**src/verilog/vxr_defines.svh**
```systemverilog
// constants of the virtualization exit-information and control register bank
// assumes a 64-bit model-specific register port and one core clock
// What this block does
// - ipi exit first word: command high in 63:32, command low in 31:0
// - ipi exit second word: cause code 63:32, entry index 7:0 for causes 1-3
// - cause 0 for level trigger or unsupported destination, index reserved
// - cause 1 when a target's scheduled flag is clear, with its entry index
// - cause 2 for invalid target: cluster above 64, physical above 512, missing
// - cause 3 for invalid backing page address, table chosen by delivery mode
// - un-accelerated register access raises an exit with its exit code
// - same exit on end-of-interrupt when top in-service vector is level triggered
// - bit 32 of first word is one for write, zero for read
// - bits 11:4 hold the accessed offset; the low nibble is always zero
// - on write to offset b0, second word 7:0 holds highest in-service vector
// - control registers stay reachable whatever the enable bit says
// - control bit 0 disables the debug tool and internal debug features
// - control bit 1 turns non-intercepted init into a security exception
// - control bit 2 switches off address-line-twenty masking
// - with lock bit 3 set, writes to bits 3 and 4 are ignored, but setting bit 4 while enable bit is one still faults
// - lock clears only via key unlock, never by init or secure init
// - disable bit 4 makes enable bit must-be-zero; feature id still reports
// - setting disable bit while enable bit is one faults, lock regardless
// - init clears disable bit only when unlocked; secure init never changes it
// - numeric-error-ignore register bit 0 drives the signal, other bits zero
`ifndef VXR_DEFINES_SVH
`define VXR_DEFINES_SVH
`define VXR_ADDR_GLOBAL_CTL 32'hc0010114
`define VXR_ADDR_NERR_IGN 32'hc0010115
`define VXR_CTL_DBG_BIT 0
`define VXR_CTL_RINIT_BIT 1
`define VXR_CTL_A20_BIT 2
`define VXR_CTL_LOCK_BIT 3
`define VXR_CTL_DIS_BIT 4
`define VXR_CTL_MASK 64'h000000000000001f
`define VXR_NERR_MASK 64'h0000000000000001
`define VXR_CTL_RESET 5'h00
`define VXR_EOI_OFFSET 8'h0b
`define VXR_MAX_CLUSTER 16'h0040
`define VXR_MAX_PHYS 16'h0200
`define VXR_CAUSE_BAD_TYPE 32'h00000000
`define VXR_CAUSE_NOT_RUN 32'h00000001
`define VXR_CAUSE_BAD_TGT 32'h00000002
`define VXR_CAUSE_BAD_PAGE 32'h00000003
`endif

```
**src/verilog/vxr_pkg.sv**
```systemverilog
// types of the virtualization exit-information and control register bank
// assumes the defines header is compiled alongside
package vxr_pkg;
   typedef enum logic [1:0] {VXR_EXIT_NONE, VXR_EXIT_IPI, VXR_EXIT_NOACCEL} vxr_exit_e;
   // failed interrupt delivery report from the delivery engine
   typedef struct packed {
      logic valid;
      logic [31:0] cmd_high;
      logic [31:0] cmd_low;
      logic level_trig;
      logic bad_dest_type;
      logic logical_mode;
      logic shorthand;
      logic [15:0] target;
      logic entry_missing;
      logic bad_page;
      logic not_running;
      logic [7:0] entry_index;
   } vxr_ipi_fail_s;
   // un-accelerated guest access report
   typedef struct packed {
      logic valid;
      logic is_write;
      logic [7:0] offset_hi;
      logic eoi_level;
      logic [7:0] isr_top_vector;
   } vxr_noaccel_s;
   // register state
   typedef struct packed {
      logic [4:0] ctl;
      logic nerr;
      logic [63:0] info1;
      logic [63:0] info2;
      vxr_exit_e exit_kind;
      logic exit_pulse;
      logic fault;
      logic [63:0] rdata;
      logic rvalid;
   } vxr_state_s;
endpackage

```
**src/verilog/vxr_regs.sv**
```systemverilog
// virtualization exit-information encoder and global control registers
// assumes register accesses arrive one per cycle as single-cycle strobes
`timescale 1ns/1ps
`default_nettype none
`include "vxr_defines.svh"
module vxr_regs
(
   // clock and reset
   input wire logic i_sys_clk,
   input wire logic i_rst,
   // register access port
   input wire logic i_reg_wr,
   input wire logic i_reg_rd,
   input wire logic [31:0] i_reg_addr,
   input wire logic [63:0] i_reg_wdata,
   output logic [63:0] o_reg_rdata,
   output logic o_reg_rvalid,
   output logic o_protection_fault,
   // core state and events
   input wire logic i_virt_enable_bit,
   input wire logic i_init_event,
   input wire logic i_secure_init_instr,
   input wire logic i_key_unlock,
   // exit sources
   input wire vxr_pkg::vxr_ipi_fail_s i_ipi_fail,
   input wire vxr_pkg::vxr_noaccel_s i_noaccel,
   // exit report
   output logic o_exit_valid,
   output logic [1:0] o_exit_kind,
   output logic [63:0] o_exit_detail_first,
   output logic [63:0] o_exit_detail_second,
   // control outputs
   output logic o_debug_disable,
   output logic o_init_redirect,
   output logic o_addr_wrap_mask_off,
   output logic o_virt_enable_mbz,
   output logic o_numeric_error_ignore
);
   vxr_pkg::vxr_state_s state_reg;
   vxr_pkg::vxr_state_s state_next;
   logic hit_ctl;
   logic hit_nerr;
   logic [31:0] cause;

   // ---------------------------------------------
   // next-state logic
   // ---------------------------------------------
   // all decisions in one process; an ipi failure beats a noaccel exit in the same cycle
   always_comb
   begin
      state_next = state_reg;
      state_next.exit_pulse = 1'b0;
      state_next.fault = 1'b0;
      state_next.rvalid = 1'b0;
      hit_ctl = (i_reg_addr == `VXR_ADDR_GLOBAL_CTL);
      hit_nerr = (i_reg_addr == `VXR_ADDR_NERR_IGN);
      cause = `VXR_CAUSE_BAD_TYPE;
      // cause priority: type, then target, then page, then not running
      if (i_ipi_fail.level_trig || i_ipi_fail.bad_dest_type)
      begin
         cause = `VXR_CAUSE_BAD_TYPE;
      end
      else if ((i_ipi_fail.logical_mode && !i_ipi_fail.shorthand && i_ipi_fail.target > `VXR_MAX_CLUSTER)
               || (!i_ipi_fail.logical_mode && i_ipi_fail.target > `VXR_MAX_PHYS)
               || i_ipi_fail.entry_missing)
      begin
         cause = `VXR_CAUSE_BAD_TGT;
      end
      else if (i_ipi_fail.bad_page)
      begin
         cause = `VXR_CAUSE_BAD_PAGE;
      end
      else if (i_ipi_fail.not_running)
      begin
         cause = `VXR_CAUSE_NOT_RUN;
      end
      if (i_ipi_fail.valid)
      begin
         state_next.exit_pulse = 1'b1;
         state_next.exit_kind = vxr_pkg::VXR_EXIT_IPI;
         state_next.info1 = {i_ipi_fail.cmd_high, i_ipi_fail.cmd_low};
         // the index field is reserved, hence zero, for cause 0
         state_next.info2 = {cause, 24'h0, (cause == `VXR_CAUSE_BAD_TYPE) ? 8'h00 : i_ipi_fail.entry_index};
      end
      else if (i_noaccel.valid)
      begin
         state_next.exit_pulse = 1'b1;
         state_next.exit_kind = vxr_pkg::VXR_EXIT_NOACCEL;
         state_next.info1 = {31'h0, i_noaccel.is_write, 20'h0, i_noaccel.offset_hi, 4'h0};
         // vector given for an eoi write or a level-triggered eoi; otherwise zero rather than undefined
         if ((i_noaccel.is_write && i_noaccel.offset_hi == `VXR_EOI_OFFSET) || i_noaccel.eoi_level)
         begin
            state_next.info2 = {56'h0, i_noaccel.isr_top_vector};
         end
         else
         begin
            state_next.info2 = 64'h0;
         end
      end
      // register writes
      if (i_reg_wr && hit_ctl)
      begin
         if ((i_reg_wdata & ~`VXR_CTL_MASK) != 64'h0)
         begin
            state_next.fault = 1'b1;
         end
         else if (i_reg_wdata[`VXR_CTL_DIS_BIT] && !state_reg.ctl[`VXR_CTL_DIS_BIT] && i_virt_enable_bit)
         begin
            state_next.fault = 1'b1;
         end
         else
         begin
            state_next.ctl[2:0] = i_reg_wdata[2:0];
            if (!state_reg.ctl[`VXR_CTL_LOCK_BIT])
            begin
               state_next.ctl[4:3] = i_reg_wdata[4:3];
            end
         end
      end
      else if (i_reg_wr && hit_nerr)
      begin
         if ((i_reg_wdata & ~`VXR_NERR_MASK) != 64'h0)
         begin
            state_next.fault = 1'b1;
         end
         else
         begin
            state_next.nerr = i_reg_wdata[0];
         end
      end
      else if (i_reg_wr)
      begin
         state_next.fault = 1'b1; // unmapped address
      end
      // init clears the disable bit only when unlocked; secure init touches nothing
      if (i_init_event && !state_next.ctl[`VXR_CTL_LOCK_BIT])
      begin
         state_next.ctl[`VXR_CTL_DIS_BIT] = 1'b0;
      end
      // key unlock is the only way to drop the lock
      if (i_key_unlock)
      begin
         state_next.ctl[`VXR_CTL_LOCK_BIT] = 1'b0;
      end
      // reads
      if (i_reg_rd)
      begin
         state_next.rvalid = 1'b1;
         if (hit_ctl)
         begin
            state_next.rdata = {59'h0, state_reg.ctl};
         end
         else if (hit_nerr)
         begin
            state_next.rdata = {63'h0, state_reg.nerr};
         end
         else
         begin
            state_next.rdata = 64'h0;
            state_next.fault = 1'b1;
         end
      end
   end

   // ---------------------------------------------
   // state register
   // ---------------------------------------------
   always_ff @(posedge i_sys_clk)
   begin
      if (i_rst)
      begin
         state_reg <= '0;
      end
      else
      begin
         state_reg <= state_next;
      end
   end

   // ---------------------------------------------
   // outputs straight from flops
   // ---------------------------------------------
   assign o_reg_rdata = state_reg.rdata;
   assign o_reg_rvalid = state_reg.rvalid;
   assign o_protection_fault = state_reg.fault;
   assign o_exit_valid = state_reg.exit_pulse;
   assign o_exit_kind = state_reg.exit_kind;
   assign o_exit_detail_first = state_reg.info1;
   assign o_exit_detail_second = state_reg.info2;
   assign o_debug_disable = state_reg.ctl[`VXR_CTL_DBG_BIT];
   assign o_init_redirect = state_reg.ctl[`VXR_CTL_RINIT_BIT];
   assign o_addr_wrap_mask_off = state_reg.ctl[`VXR_CTL_A20_BIT];
   assign o_virt_enable_mbz = state_reg.ctl[`VXR_CTL_DIS_BIT];
   assign o_numeric_error_ignore = state_reg.nerr;
endmodule
`default_nettype wire

```
**config.mk**
```make
export PLATFORM = sky130hd
export DESIGN_NAME = vxr_regs
export DESIGN_NICKNAME = d
export VERILOG_FILES = /design/src/verilog/vxr_pkg.sv /design/src/verilog/vxr_regs.sv
export VERILOG_INCLUDE_DIRS = /design/src /design/src/verilog
export SDC_FILE = /design/constraint.sdc
export NUM_CORES = 1
export LEC_CHECK = 0
export ABC_AREA = 1
export BUFFER_PORTS_ARGS = -buffer_cell sky130_fd_sc_hd__buf_2
export CAP_MARGIN = 10
export CORE_AREA = 10 10 157 159
export CTS_CLUSTER_SIZE = 30
export DETAILED_ROUTE_END_ITERATION = 8
export DIE_AREA = 0 0 167 169
export MAX_ROUTING_LAYER = met4
export PLACE_DENSITY = 0.61
export SYNTH_ARGS = -nofsm -noshare
export SYNTH_HDL_FRONTEND = slang
export SYNTH_SLANG_ARGS = --single-unit
```
**constraint.sdc**
```tcl
create_clock -name i_sys_clk -period 1.5 [get_ports i_sys_clk]
set_input_delay 0.075 -clock i_sys_clk [delete_from_list [all_inputs] [get_ports i_sys_clk]]
set_output_delay 0.075 -clock i_sys_clk [all_outputs]
set_load 0.02 [all_outputs]
```
## After elaboration in Yosys (flattened, before gate mapping)

Cells that the tools add are included.
W data, S select, Z words.

- Eq/ne operators: 3
- Mux-type cells: 23
- Reduce and logical (&&, ||, !) cells: 27
- Bitwise gates (word level): 5
- $lt $le $gt $ge: 2

Operators with widths:

| cell | count |
|---|---|
| $mux W131 | 2 |
| $reduce_bool A64 Y1 | 2 |
| $mux W66 | 1 |
| $eq A32 B32 Y1 const B | 2 |
| $logic_not A32 Y1 | 1 |
| $mux W32 | 1 |
| $gt A16 B10 Y1 const B | 1 |
| $gt A16 B7 Y1 const B | 1 |
| $mux W8 | 2 |
| $mux W4 | 3 |
| $mux W1 | 11 |
| $logic_and A1 B1 Y1 | 9 |
| $eq A8 B4 Y1 const B | 1 |
| $reduce_and A3 Y1 | 2 |
| $reduce_or A2 Y1 | 3 |
| $mux W5 | 1 |
| $not A1 Y1 | 5 |
| $logic_not A1 Y1 | 4 |
| $logic_or A1 B1 Y1 | 4 |
| $mux W2 | 2 |
| $reduce_and A4 Y1 | 1 |
| $reduce_bool A2 Y1 | 1 |

- Register bits after elaboration: 203
- Logic and storage cells: 73
- Output and inout bits: 202

## Longest topological paths before layout

- Word-level depth: 10
- Depth in mapped cells: 12

## Worst setup path after synthesis

No wires, ideal clock.

- Kind: reg-to-reg
- Start: register state_reg, in the netlist o_virt_enable_mbz
- End: register state_reg, in the netlist o_debug_disable
- Setup slack: 0.205 ns
- Buffers on the path: 0
- Required time: 1.383 ns
- Library setup time: 0.117 ns
- Arrival time: 1.178 ns
- Clock period less this slack: 1.295 ns
- Cell stages (with the launch flop): 10
- Cells stage by stage: dfxtp_1 > inv_2 > nand3_1 > nand4_1 > nor2_2 > nand2_2 > nor2_8 > nand2_2 > o21ai_1 > a21oi_1

- Longest elaborated chain between the ends: 5

Ends and longest elaborated chain:

| element | RTL line | source |
|---|---|---|
| start: declaration | vxr_regs.sv:39 | `vxr_pkg::vxr_state_s state_reg;` |
| start signal: assignment | vxr_regs.sv:176 | `state_reg <= state_next;` |
| $logic_not A1 Y1 | vxr_regs.sv:107 | `` else if (i_reg_wdata[`VXR_CTL_DIS_BIT] && !state_reg.ctl[`VXR_CTL_DIS_BIT] && i_virt_enable_bit) `` |
| $logic_and A1 B1 Y1 (2 in series) | vxr_regs.sv:107 |  |
| $not A1 Y1 (no source line) | - |  |
| $reduce_and A3 Y1 (no source line) | - |  |

No other way between the ends.
A chain may end at the register's enable or synchronous reset.

## Worst setup path in the final report

- Start: register state_reg, in the netlist o_virt_enable_mbz
- End: register state_reg, in the netlist o_init_redirect

The elaborated chain is that of the path after synthesis.

==> reports/summary.txt <==
Peak VDD IR: 445 uV
Syn Std Cell Area: 5730 sq um
Distinct cell type count after synthesis: 33
Top cells by area, synth: dfxtp_1, buf_4, nand2_1
Post-route DRC: 0
N_diodes: 0
Core area: 21,600 sq um
Detail Route Antenna Nets: 0
H-tree levels: 3
Slew Limit Headroom: 59.5%
Final worst-path cycle share: 89.8%
Via Count: 5,641
Mapped Cells: 845
Die area: 28,200 sq um
Pre-antenna DRT Iters: 6
PD cells: 830 nW/um^2
Min-delay worst type: in2reg
CTS root buffer: clkbuf_16
Drt wl/cell: 15.4 microns
Post-route minimum period: 1.35 ns
I/O Buffers: 306
Share of cells above drive strength 1: 32.0%
Hpwl dp: 17,100 microns
Fmax: 742 MHz
Static leakage: 0.00389 uW
Final nets: 1,336
CP Launch Type: register
EDFF count, synth: 0
CTS tree: done
Sw Share: 32.5%
Area growth, synth to finish: 29.2%
# clock sinks: 90
Most frequently used flop master after synthesis: dfxtp_1
Fin. max-slew vios: 0
Final Power: 6140 uW
Critical Path Sink Type: register
Final wirelength: 21,500 microns
Die X: 167 microns
Cell Count, Final, Fillers Out: 1,401
Worst Setup Path Type: reg2reg
Placed Instances: 1,329
Status: completed
Hold Violations, Final: 0
Final setup fails: 0
P_sw: 2000 uW
Sequential share of power: 41.4%
Gpl congestion: 0.827
Die H: 169 microns
Crit path max fanout: 6
Worst Path Arrival: 1.59 ns
Layout fillers: 2,343
Register area: 1800 sq um
CTS clock-pin slew for the worst setup and hold paths: 0.07 ns
DR iter-0 viols: 317
Vias in the first global route: 5,926
Initial Utilization: 26.6%
Required time worst endpoint: 1.74 ns
Setup_tns: 0 ns
Largest register FFs: 64
YS warnings: 0
CTS Buffer Depth: 2
Synth async-reset ratio: 0%
Cts bufs inserted: 9
Clock share of power: 35.8%
Seq cells post-synth: 90
Worst-margin pin slew: 0.607 ns
I/O pins: 421
Syn_area_per_cell: 6.78 sq um
Vias/cell: 4.03
P_int: 4140 uW
Multi-input gate area: 2560 sq um
Maxcap violations: 0
Pin count of the biggest net entering global routing: 70
Total grt overflow: 0
Worst-Skew Late Latency: 0.34 ns
Core Rows: 54
First-pass GRT wire length: 32,100 microns
Synth top area share: 31.5%
Combinational share of power: 22.7%
Clock Skew: 0.00395 ns
Area leader, netlist: dfxtp_1
Initial antenna violation count: 0
Seq/Total Area, Yosys: 31.5%
GRT Resource Usage Total: 14.4%
[cells in the mapped netlist (2+ instances only)]
cell,count
nand2_2,5
o211ai_1,3
inv_1,56
dfxtp_1,90
nand3_1,22
o21ai_1,4
nor3_1,5
nor2_2,9
buf_1,6
a21oi_1,73
o21ai_0,2
clkbuf_1,15
nor2_1,105
nand2_1,209
inv_2,5
nand4_1,11
a31oi_1,8
nand3b_1,2
nand3_2,2
nor2_8,2
buf_4,195
buf_2,5
[power by group through the flow]
stage / sequential, uW / combinational (uW) / clock [uW]
after global placement: 2600 / 1250 / 0
after CTS: 2540 / 1380 / 2330
after global routing: 2560 / 1520 / 2410
final: 2540 / 1400 / 2200
after detailed placement: 2600 / 1260 / 0
after floorplan: 2600 / 1080 / 0
[through the flow]
stage	utilization [%]	hold WS, ns	setup slack [ns]	cell area (sq um)
floorplan	-	0.210	0.205	6150
global placement	30.4	0.322	0.142	6550
detailed placement	30.4	0.320	0.142	6550
CTS	34.3	0.00169	0.0435	7390
global route	34.3	0.0131	-0.0173	7400
finish	34.3	0.0167	0.153	7400
[layout by cell type, fill, tap and decap left out, types with 3 or more instances in the layout]
cell type | Yosys | routed
a31oi_1 | 8 | 8
dfxtp_1 | 90 | 90
nand2_2 | 5 | 5
nor2_1 | 105 | 104
a21oi_1 | 73 | 73
clkbuf_16 | 0 | 9
nand2_1 | 209 | 209
nor2_2 | 9 | 9
dlygate4sd3_1 | 0 | 56
buf_4 | 195 | 5
nand4_1 | 11 | 11
nor3_1 | 5 | 5
nand3_1 | 22 | 22
conb_1 | 1 | 113
o211ai_1 | 3 | 3
buf_2 | 5 | 306
inv_1 | 56 | 56
o21ai_1 | 4 | 4
inv_2 | 5 | 5
[kinds of logic after synthesis]
logic type	synth area share (%)
compound gates	8.59
buf+inv	31.4
flops	31.5
other cells	0.0655
simple gates	28.5
[routing by layer]
layer / routed length [microns] / part of all wire (%) / global-route usage (%) / vias to the layer above
li1: - / - / - / 2863
met1: 8230 / 38 / 14.6 / 2504
met2: 11500 / 54 / 26.9 / 251
met3: 1430 / 6.7 / 4.05 / 23
met4: 306 / 1.4 / 3.59 / 0
met5: 0 / 0 / - / -
[path summary, 6_finish.rpt]
| kind | from | end | slack, ns | depth (start not counted) |
|---|---|---|---|---|
| min reg2reg | o_exit_detail_first[20] | o_exit_detail_first[20] | 0.46 | 2 |
| max reg2reg | o_virt_enable_mbz | o_init_redirect | 0.15 | 9 |
| min | i_ipi_fail[34] | o_exit_detail_first[3] | 0.02 | 3 |
| max | o_virt_enable_mbz | o_init_redirect | 0.15 | 9 |
[area by class of cell]
cell class | instances | share of cell area [%]
Sequential cell | 90 | 24.4
Multi-Input combinational cell | 585 | 34.6
Clock buffer | 9 | 3.04
Inverter | 61 | 3.10
Tap cell | 280 | 4.74
Timing Repair Buffer | 370 | 29.5
Clock inverter | 6 | 0.660
[repair_timing]
action | 4_1_cts | 5_1_grt
resized for setup | 0 | 2
hold buffers | 57 | 0
buffers inserted | 0 | 0
hold endpoints to repair | 58 | 0
setup endpoints to repair | 0 | 2
[worst max-delay path, stage by stage (launching register included)]
cell and delay, ns:
dfxtp_1 0.38, inv_2 0.05, nand3_1 0.08, nand4_1 0.10, nor2_2 0.10, nand2_2 0.10, nor2_8 0.14, nand2_2 0.10
o21ai_1 0.14, nor2_1 0.05
(Power assumes the default switching activity.)
